$ cat config.mk
export PLATFORM = sky130hd
export DESIGN_NAME = crp_clock_reset_irq
export DESIGN_NICKNAME = d
export VERILOG_FILES = /design/src/rtl/crp_pkg.sv /design/src/rtl/crp_sync2.sv /design/src/rtl/crp_clock_reset_irq.sv
export SDC_FILE = /design/constraint.sdc
export NUM_CORES = 1
export LEC_CHECK = 0
export BUFFER_PORTS_ARGS = -buffer_cell sky130_fd_sc_hd__buf_2
export CORE_MARGIN = 4
export CORE_UTILIZATION = 54
export CTS_CLUSTER_DIAMETER = 120
export CTS_CLUSTER_SIZE = 40
export DETAILED_ROUTE_END_ITERATION = 6
export PLACE_DENSITY_LB_ADDON = 0.15
export REMOVE_ABC_BUFFERS = 1
export SETUP_SLACK_MARGIN = 0.3
export SYNTH_ARGS = -nofsm -noshare
export SYNTH_HDL_FRONTEND = slang
export SYNTH_SLANG_ARGS = --single-unit
$ cat constraint.sdc
create_clock -name core_clk -period 1.4 [get_ports core_clk]
set_input_delay 0.21 -clock core_clk [delete_from_list [all_inputs] [get_ports core_clk]]
set_output_delay 0.21 -clock core_clk [all_outputs]
set_load 0.005 [all_outputs]
$ cat src/rtl/crp_pkg.sv
// Package with constants and carrier types for the clock, reset and interrupt pin front end.
package crp_pkg;
    localparam int unsigned CRP_CLK_HZ = 20000000;
    localparam int unsigned CRP_OSC_DIV = 4;
    localparam int unsigned CRP_INT_RESET_PHASES = 2;
    localparam logic [3:0] CRP_PHASE_LAST = 4'h7;
    localparam logic [3:0] CRP_RESET_HOLD = 4'hF;
    localparam logic CRP_QUAD_EN_RESET = 1'b1;
    localparam logic CRP_EDGE_SEL_RESET = 1'b0;
    localparam logic CRP_BUS_CLK_EN_RESET = 1'b1;

    typedef struct packed {
        logic quad_clock_enable_bit;
        logic interrupt_edge_select;
        logic bus_clk_pin_enable;
        logic single_chip_mode;
    } crp_cfg_t;

    typedef struct packed {
        logic watchdog_monitor_fail;
        logic clock_monitor_fail;
    } crp_fail_t;

    typedef enum logic [1:0] {
        CRP_RST_IDLE = 2'b00,
        CRP_RST_DRIVE = 2'b01,
        CRP_RST_WATCH = 2'b10
    } crp_rst_state_t;
endpackage

$ cat src/rtl/crp_sync2.sv
// Two-stage synchroniser for a level arriving from outside the clock domain.
`timescale 1ns/1ps
module crp_sync2 #(
    parameter logic RESET_VALUE = 1'b1
) (
    input wire logic core_clk,
    input wire logic rst,
    input wire logic en,
    input wire logic async_in,
    output logic sync_out
);
    logic meta_reg;

    // The first stage is read only by the second stage.
    always_ff @(posedge core_clk or posedge rst) begin
        if (rst) begin
            meta_reg <= RESET_VALUE;
            sync_out <= RESET_VALUE;
        end else if (en) begin
            meta_reg <= async_in;
            sync_out <= meta_reg;
        end
    end
endmodule

$ cat src/rtl/crp_clock_reset_irq.sv
// Clock divider, open-drain reset pin logic and maskable interrupt front end.
`timescale 1ns/1ps
// Contract
// - Bus clock is oscillator divided by four.
// - Bus clock low processes, high accesses.
// - Stop mode halts every clock output.
// - Bus clock pin can turn off single-chip.
// - Quad-rate output runs four times bus clock.
// - Quad output enabled at reset, bit disables.
// - Low reset pin resets whole device.
// - Failures pull reset low, never high.
// - Fast pin rise means internal reset.
// - Interrupt selectable falling edge or low level.
// - Interrupt level-triggered out of reset.
// - Low line re-interrupts once mask clears.
module crp_clock_reset_irq (
    input wire logic core_clk,
    input wire logic rst,
    input wire logic clk_en,
    input wire logic stop_mode,
    input wire crp_pkg::crp_cfg_t cfg,
    input wire crp_pkg::crp_fail_t fail,
    input wire logic reset_pin_in,
    input wire logic irq_pin_n,
    input wire logic irq_mask,
    input wire logic irq_ack,
    output logic bus_phase_clk,
    output logic bus_clk_pin,
    output logic quad_rate_clock_out,
    output logic reset_pin_out,
    output logic reset_pin_oe,
    output logic device_reset,
    output logic reset_was_internal,
    output logic irq_request
);
    // The quad output is the oscillator reference at half the core rate, so a bus
    // cycle spans eight core cycles and the quad output runs four times the bus clock.
    localparam int unsigned CORE_PER_OSC = 2;
    localparam int unsigned WATCH_CYCLES =
        crp_pkg::CRP_INT_RESET_PHASES * crp_pkg::CRP_OSC_DIV * CORE_PER_OSC;

    logic [3:0] phase_reg;
    logic [3:0] phase_next;
    logic [3:0] hold_reg;
    logic [3:0] watch_reg;
    logic reset_sync;
    logic irq_sync;
    logic irq_prev_reg;
    logic edge_latch_reg;
    logic clk_run;
    logic phase_wrap;
    logic fail_any;
    logic ext_low;
    logic irq_fall;
    logic irq_cond;
    logic watch_expired;
    crp_pkg::crp_rst_state_t state_reg;
    crp_pkg::crp_rst_state_t state_next;

    crp_sync2 #(.RESET_VALUE(1'b1)) u_sync_reset (
        .core_clk(core_clk),
        .rst(rst),
        .en(clk_en),
        .async_in(reset_pin_in),
        .sync_out(reset_sync)
    );

    crp_sync2 #(.RESET_VALUE(1'b1)) u_sync_irq (
        .core_clk(core_clk),
        .rst(rst),
        .en(clk_en),
        .async_in(irq_pin_n),
        .sync_out(irq_sync)
    );

    // Clocks stall in stop mode so no clock output toggles until it is left.
    assign clk_run = clk_en && !stop_mode;
    assign phase_wrap = (phase_reg == crp_pkg::CRP_PHASE_LAST);
    assign phase_next = phase_wrap ? 4'h0 : phase_reg + 4'h1;
    assign fail_any = fail.watchdog_monitor_fail || fail.clock_monitor_fail;
    assign ext_low = !reset_sync && (state_reg == crp_pkg::CRP_RST_IDLE);
    assign watch_expired = (watch_reg == 4'(WATCH_CYCLES - 1));
    assign irq_fall = irq_prev_reg && !irq_sync;
    // Level mode follows the synchronised line, so a line still low re-requests after unmask.
    assign irq_cond = cfg.interrupt_edge_select ? edge_latch_reg : !irq_sync;

    always_comb begin
        state_next = state_reg;
        unique case (state_reg)
            crp_pkg::CRP_RST_IDLE: begin
                if (fail_any) begin
                    state_next = crp_pkg::CRP_RST_DRIVE;
                end else if (!reset_sync) begin
                    state_next = crp_pkg::CRP_RST_WATCH;
                end
            end
            crp_pkg::CRP_RST_DRIVE: begin
                if (hold_reg == crp_pkg::CRP_RESET_HOLD) begin
                    state_next = crp_pkg::CRP_RST_WATCH;
                end
            end
            crp_pkg::CRP_RST_WATCH: begin
                // Stay until the pin is high so a long external reset is never re-watched.
                if (reset_sync) begin
                    state_next = crp_pkg::CRP_RST_IDLE;
                end
            end
            default: begin
                state_next = crp_pkg::CRP_RST_IDLE;
            end
        endcase
    end

    always_ff @(posedge core_clk or posedge rst) begin
        if (rst) begin
            phase_reg <= 4'h0;
            bus_phase_clk <= 1'b0;
            bus_clk_pin <= 1'b0;
            quad_rate_clock_out <= 1'b0;
        end else if (clk_run) begin
            phase_reg <= phase_next;
            // Low for phases 0-3 (internal work), high for 4-7 (data access).
            bus_phase_clk <= phase_next[2];
            bus_clk_pin <= phase_next[2] && (cfg.bus_clk_pin_enable || !cfg.single_chip_mode);
            quad_rate_clock_out <= cfg.quad_clock_enable_bit && !quad_rate_clock_out;
        end
    end

    always_ff @(posedge core_clk or posedge rst) begin
        if (rst) begin
            state_reg <= crp_pkg::CRP_RST_IDLE;
            hold_reg <= 4'h0;
            watch_reg <= 4'h0;
            reset_pin_out <= 1'b0;
            reset_pin_oe <= 1'b0;
            device_reset <= 1'b1;
            reset_was_internal <= 1'b0;
        end else if (clk_en) begin
            state_reg <= state_next;
            hold_reg <= (state_reg == crp_pkg::CRP_RST_DRIVE) ? hold_reg + 4'h1 : 4'h0;
            if (state_reg != crp_pkg::CRP_RST_WATCH) begin
                watch_reg <= 4'h0;
            end else if (!watch_expired) begin
                watch_reg <= watch_reg + 4'h1;
            end
            // Open drain: the output level is always low, only the enable moves.
            reset_pin_out <= 1'b0;
            reset_pin_oe <= (state_next == crp_pkg::CRP_RST_DRIVE);
            device_reset <= (state_next != crp_pkg::CRP_RST_IDLE) || ext_low;
            if (state_reg == crp_pkg::CRP_RST_WATCH && state_next == crp_pkg::CRP_RST_IDLE) begin
                // A slow RC rise lands here as external, which is why it is discouraged.
                reset_was_internal <= !watch_expired;
            end
        end
    end

    always_ff @(posedge core_clk or posedge rst) begin
        if (rst) begin
            irq_prev_reg <= 1'b1;
            edge_latch_reg <= 1'b0;
            irq_request <= 1'b0;
        end else if (clk_en) begin
            irq_prev_reg <= irq_sync;
            // A new edge wins over an acknowledge in the same cycle.
            edge_latch_reg <= irq_fall || (edge_latch_reg && !irq_ack);
            irq_request <= irq_cond && !irq_mask && !device_reset;
        end
    end

    AST_DIV_FOUR: assert property (@(posedge core_clk) disable iff (rst)
        clk_run && phase_reg == 4'h3
        |=> bus_phase_clk) else $error("bus clock not high in access half");
    AST_LOW_HALF: assert property (@(posedge core_clk) disable iff (rst)
        phase_reg < 4'h4 |-> !bus_phase_clk) else $error("bus clock high in process half");
    AST_STOP_FREEZE: assert property (@(posedge core_clk) disable iff (rst)
        stop_mode |=> $stable(bus_phase_clk) && $stable(quad_rate_clock_out))
        else $error("clock moved in stop mode");
    AST_PIN_OFF: assert property (@(posedge core_clk) disable iff (rst)
        cfg.single_chip_mode && !cfg.bus_clk_pin_enable && clk_run |=> !bus_clk_pin)
        else $error("bus clock pin ran while off");
    AST_QUAD_TOGGLE: assert property (@(posedge core_clk) disable iff (rst)
        clk_run && cfg.quad_clock_enable_bit && !quad_rate_clock_out |=> quad_rate_clock_out)
        else $error("quad clock did not toggle");
    AST_QUAD_OFF: assert property (@(posedge core_clk) disable iff (rst)
        clk_run && !cfg.quad_clock_enable_bit |=> !quad_rate_clock_out)
        else $error("quad clock driven while disabled");
    AST_EXT_RESET: assert property (@(posedge core_clk) disable iff (rst)
        clk_en && ext_low |=> device_reset) else $error("external reset missed");
    AST_OPEN_DRAIN: assert property (@(posedge core_clk) disable iff (rst)
        reset_pin_oe |-> !reset_pin_out) else $error("reset pin driven high");
    AST_FAIL_PULL: assert property (@(posedge core_clk) disable iff (rst)
        clk_en && fail_any && state_reg == crp_pkg::CRP_RST_IDLE |=> reset_pin_oe)
        else $error("failure did not pull reset");
    AST_CLASSIFY: assert property (@(posedge core_clk) disable iff (rst)
        clk_en && state_reg == crp_pkg::CRP_RST_WATCH && watch_expired && reset_sync
        |=> !reset_was_internal) else $error("slow rise taken as internal");
    AST_LEVEL_IRQ: assert property (@(posedge core_clk) disable iff (rst)
        clk_en && !cfg.interrupt_edge_select && !irq_sync && !irq_mask && !device_reset
        |=> irq_request) else $error("low level did not interrupt");
    AST_SYNC_DELAY: assert property (@(posedge core_clk) disable iff (rst)
        clk_en && $fell(irq_sync) |-> $past(irq_pin_n, 2) == 1'b0)
        else $error("interrupt pin not synchronised");
    AST_EDGE_HOLD: assert property (@(posedge core_clk) disable iff (rst)
        clk_en && irq_fall |=> edge_latch_reg) else $error("edge lost");

    COV_INT_RESET: cover property (@(posedge core_clk) $rose(reset_was_internal));
    COV_EDGE_IRQ: cover property (@(posedge core_clk)
        cfg.interrupt_edge_select && $rose(irq_request));
    COV_STOP: cover property (@(posedge core_clk) $rose(stop_mode));
    COV_QUAD_OFF: cover property (@(posedge core_clk) $fell(cfg.quad_clock_enable_bit));
endmodule

==> metrics, run 1 <==
status completed; CP delay by family, top flip-flops; CP Class reg2reg; worst skew pair latency between 0.3 and 0.4 ns; CTS root buf clkbuf_4; CTS Sinks 26; mapped cell area around 1200 µm²; clk slew on worst S/H paths 0.14 ns; setup TNS 0 ns; most common cell after layout, fill and taps aside buf_2; fmax about 0.8 GHz; LEAKAGE around 0.76 nW; worst r2r path cells 4; IO Count 22; Via-to-Cell Ratio 5.618; PD cells between 1000 and 1500 nW/µm²; leading cell types in the layout, fill and taps excluded buf_2 (19), dfrtp_1 (17), buf_4 (16); Syn Inst Count between 100 and 150; worst reg-to-reg setup slack approximately 0.18 ns; logic gate share of total power 0.352; switch share 0.3136; Seq/Total Area, Yosys 0.5367; Routed Antenna Nets 0; Max-cap violations 0; Yosys warnings 0; synthesized area per cell ~10 µm²; Crit Path Max Fanout 6; Worst setup EP type register; diode count 0; initial antenna violation count 0; Die Width about 56 µm; total wire length 2952 µm; nets around 180; Hold Path Depth 2; Die ar. 3097 µm²; register bit total from synthesis 26; worst stage delay on the critical path around 0.47 ns; total CTS buffers 3; first-pass GRT wire length between 4000 and 5000 µm; Avg WL per Cell between 15 and 20 µm; total grt overflow 0; total number of vias around 1.1k; Clock Power Share 0.168; final hold viol count 0; post-synthesis cell type count 36; core area around 2100 µm²; Pint approximately 1.5 mW; hold slack roughly 0.11 ns; Sw Pwr 0.7012 mW; crit start category register; vias in the first global route a little under 1k; ys async rst share 1.000; final critical path time including I/O delays and setup around 1.2 ns; die height about 56 µm; Worst Skew approximately 0.0025 ns; buffer and inverter count on the worst path 1; Pins Over Slew Limit 0; clk buf depth 2; largest net degree at the start of global routing 27; slowest CP cell dfrtp_2; Synth Flop Type dfrtp_1; TritonCTS clock tree yes; hold_sp irq_pin_n; RSZ-0062 raised after global routing yes; Peak VDD IR around 1100 µV; share of layout cells above drive strength 1 0.4390; Final Setup Violations 0; Worst EP arrival 1.46 ns; Global Route Usage Sum 0.1824; htree depth 1; r2r startpoint state_reg[0]; ratio of final minimum period to clock period 0.8732; GPL Wtd Cong between 0.7 and 0.8; Pre-antenna DRT Iters 4; worst path cell trace and2b_1 > buf_6 > nand4_1 > a31oi_1; Min-Delay Path Class in2reg; Post-synth EDFFs 0; Detailed Route Iter0 Violations 32; Seq pwr share 0.480; DRC violations left 0; Hold Path End u_sync_irq.meta_reg; r2r endpoint watch_reg[0]; Placement Rows 16; initial core utilization 0.5947; DP Wirelength 1677 µm; Buffers on Ports 20; required time at the worst-slack endpoint 1.64 ns; Area Growth Syn to Fin 37.86%
power groups by stage:
| stage | Combinational (mW) | Sequential (mW) | Clock [mW] |
|---|---|---|---|
| 2_1_floorplan | 0.265 | 1.06 | 0 |
| 3_3_place_gp | 0.407 | 1.07 | 0 |
| 3_5_place_dp | 0.430 | 1.08 | 0 |
| 4_1_cts | 0.624 | 1.05 | 0.389 |
| 5_1_grt | 0.854 | 1.09 | 0.421 |
| 6_report | 0.787 | 1.07 | 0.376 |
Yosys cell counts (3+ instances only):
master / count / share of area
nand2b_1: 8 / 0.041
nand4_1: 3 / 0.015
mux2_1: 4 / 0.037
o21ai_0: 5 / 0.020
o21ai_1: 7 / 0.029
dfrtp_1: 20 / 0.41
a21oi_1: 5 / 0.020
nand2_1: 16 / 0.049
dfstp_2: 6 / 0.13
nand3_1: 7 / 0.029
ha_1: 3 / 0.031
inv_1: 8 / 0.024
worst max path at each step:
stage                 start                 end  slack (ns)  cells past startpoint
3_5_place_dp   phase_reg[0]        phase_reg[3]        0.08                      3
2_1_floorplan  phase_reg[0]        phase_reg[3]        0.16                      3
4_1_cts        state_reg[0]  reset_was_internal        0.20                      3
5_1_grt        state_reg[0]        watch_reg[0]        0.15                      4
3_3_place_gp   phase_reg[0]        phase_reg[3]        0.15                      3
6_report       state_reg[0]        watch_reg[0]        0.18                      4
final cells by class:
class                           instances  area [µm²]
Tap cell                               27       33.78
Fill cell                             118       371.6
Multi-Input combinational cell         83       615.6
Clock buffer                            4       36.28
Timing Repair Buffer                   43       312.8
Sequential cell                        26       661.9
Inverter                                8       30.03
logic make-up (layout without fill, tap and decap cells):
kind of cell	count (synthesis)	after routing	synth area share
buffers and inverters	12	55	0.04184
flip-flops	26	26	0.5367
AO/OA/AOI/OAI	29	29	0.1480
adder cells (fa/ha/maj)	3	3	0.03062
AND/OR/NAND/NOR	43	43	0.1806
other	1	1	0.003058
XOR/XNOR	2	2	0.01429
multiplexers	5	5	0.04490
per-layer routing:
metal	track usage	up-vias	wire length (µm)
met5	0	-	0
met4	0.06250	0	54
met3	0.03016	8	140
met2	0.2990	35	1491
met1	0.2434	518	1265
li1	-	512	-
stage by stage:
step | setup WS [ns] | utilization | instance area [µm²] | total power, mW | cells
3_3_place_gp | 0.1502 | 0.6663 | 1374 | 1.475 | 167
4_1_cts | 0.2009 | 0.7433 | 1533 | 2.060 | 182
6_report | 0.1775 | 0.8198 | 1690 | 2.236 | 191
2_1_floorplan | 0.1623 | - | 1205 | 1.327 | 117
5_1_grt | 0.1469 | 0.8198 | 1690 | 2.365 | 191
3_5_place_dp | 0.08353 | 0.6663 | 1374 | 1.513 | 167
what timing repair did:
| action | in CTS | in global routing |
|---|---|---|
| hold buffers | 1 | 0 |
| pin swaps | 7 | 13 |
| resized for setup | 12 | 21 |
| setup buffers | 10 | 9 |
| endpoints found under the hold margin | 20 | 0 |
| endpoints found under the setup margin | 14 | 21 |
Note: power is estimated with default switching activity, not from simulation.
==> inputs of run 2 (changes only) <==
--- a/config.mk
+++ b/config.mk
@@ -5,12 +5,14 @@
 export SDC_FILE = /design/constraint.sdc
 export NUM_CORES = 1
 export LEC_CHECK = 0
-export BUFFER_PORTS_ARGS = -buffer_cell sky130_fd_sc_hd__buf_2
+export CORE_ASPECT_RATIO = 1.5
 export CORE_MARGIN = 4
-export CORE_UTILIZATION = 54
+export CORE_UTILIZATION = 55
 export CTS_CLUSTER_DIAMETER = 120
 export CTS_CLUSTER_SIZE = 40
 export DETAILED_ROUTE_END_ITERATION = 6
+export DONT_BUFFER_PORTS = 1
+export MAX_ROUTING_LAYER = met4
 export PLACE_DENSITY_LB_ADDON = 0.15
 export REMOVE_ABC_BUFFERS = 1
 export SETUP_SLACK_MARGIN = 0.3
==> run 2 against run 1 <==
Against the previous run:
- die area decreased by 1.1%
- fmax increased by 1.8%
- sequential power about the same
- critical path type unchanged
- clock skew increased by 0.0052 ns
- global-route usage increased by 2.2 points
- cell area decreased by 9.6%
- power decreased by 7.0%
- register-to-register slack improved by 0.02 ns
- combinational power decreased by 23%
- worst hold slack got worse by 0.088 ns
==> metrics, run 2 (synthesis results as in run 1) <==
TritonCTS clock tree yes; Buffers on Ports 0; Worst EP arrival around 1.5 ns; r2r endpoint phase_reg[3]; Worst Skew between 0.007 and 0.008 ns; r2r startpoint phase_reg[0]; final critical path time including I/O delays and setup 1.201 ns; DRC violations left 0; Pre-antenna DRT Iters 4; placed cells between 100 and 150; fmax roughly 0.83 GHz; Hold Path End state_reg[1]; diode count 0; worst reg-to-reg setup slack 0.20 ns; Hold Path Depth 2; initial antenna violation count 0; initial core utilization 0.5904; Final Setup Violations 0; post-route setup slack between 0.15 and 0.2 ns; LEAKAGE between 0.6 and 0.7 nW; nets 158; status completed; post-layout util 0.7355; Final Total Pwr approximately 2.1 mW; ratio of final minimum period to clock period 0.8578; worst skew pair latency about 0.33 ns; total grt overflow 0; clk buf depth 2; Worst setup EP type register; Peak VDD IR between 900 and 1000 µV; fin cells about 160; Area Growth Syn to Fin 24.59%; total number of vias about 1000; clk slew on worst S/H paths around 0.14 ns; Avg WL per Cell roughly 17 µm; Placement Rows 20; Detailed Route Iter0 Violations 37; Die Width 46.55 µm; final hold viol count 0; setup TNS 0 ns; Via-to-Cell Ratio 6.086; first-pass GRT wire length around 4500 µm; CTS Sinks 26; core area between 2000 and 2500 µm²; hold_sp clk_en; DP Wirelength 1545 µm; Min-Delay Path Class in2reg; vias in the first global route 1021; share of layout cells above drive strength 1 0.3071; largest net degree at the start of global routing 27; CP Class reg2reg; worst r2r path cells 4; RSZ-0062 raised after global routing yes; Max-cap violations 0; CTS root buf clkbuf_4; Crit Path Max Fanout 2; IO Count 22; total wire length 2698 µm; leading cell types in the layout, fill and taps excluded dfrtp_1 (17), nand2_1 (15), buf_4 (11); htree depth 1; required time at the worst-slack endpoint roughly 1.7 ns; Pins Over Slew Limit 0; most common cell after layout, fill and taps aside dfrtp_1; die height ~66 µm; PD cells 1362 nW/µm²; hold slack roughly 0.019 ns; GPL Wtd Cong 0.7696; Routed Antenna Nets 0; crit start category register; DP Area about 1300 µm²; Die ar. around 3100 µm²; Global Route Usage Sum 0.2047; total CTS buffers 3; Design Area, Final 1528 µm²; Place WS 0.1008 ns
[run 2: changes by cell type in the layout (fill, tap and decap cells not counted), sizes merged]
cell         delta
buf            -27
dlygate4sd3     +3
[run 2: worst max-delay path, cell delays in order (launching register included)]
cell     delay (ns)
dfrtp_1        0.39
buf_6          0.11
nand3_2        0.07
or4_1          0.50
nand2_1        0.07
[run 2: layout make-up]
type / count / area (µm²)
fill: 152 / 549.3
sequential: 26 / 661.9
clock buffer: 4 / 36.28
timing repair buffer: 19 / 167.7
inverter: 8 / 30.03
multi-input combinational: 83 / 604.3
tap: 22 / 27.53
[run 2: worst max-delay path by stage]
stage / start / to / cells after the start
4_1_cts: phase_reg[1] / phase_reg[3] / 4
2_1_floorplan: phase_reg[0] / phase_reg[3] / 3
5_1_grt: phase_reg[1] / phase_reg[3] / 4
3_3_place_gp: phase_reg[0] / phase_reg[3] / 3
3_5_place_dp: phase_reg[0] / phase_reg[3] / 3
6_report: phase_reg[0] / phase_reg[3] / 4
[run 2: layer usage]
metal / wire (µm) / vias to the layer above / GRT usage / share of wire
met5: 0 / - / - / 0
met3: 118 / 5 / 0.03542 / 0.044
met1: 1066 / 485 / 0.2357 / 0.40
met2: 1471 / 32 / 0.3379 / 0.55
li1: - / 464 / - / -
met4: 41 / 0 / 0.08897 / 0.015
[run 2: timing repair]
item,in CTS,in global routing
setup buffers,8,4
gates resized for setup,16,11
endpoints found under the setup margin,11,14
hold endpoints to repair,30,1
hold buffers,3,1
pin swaps,7,6
[run 2: power by group]
| part | total (mW) | internal, mW | switching (mW) |
|---|---|---|---|
| sequential | 1.10 | 0.933 | 0.162 |
| clock | 0.380 | 0.159 | 0.221 |
| combinational | 0.604 | 0.344 | 0.260 |
| total | 2.08 | 1.44 | 0.643 |
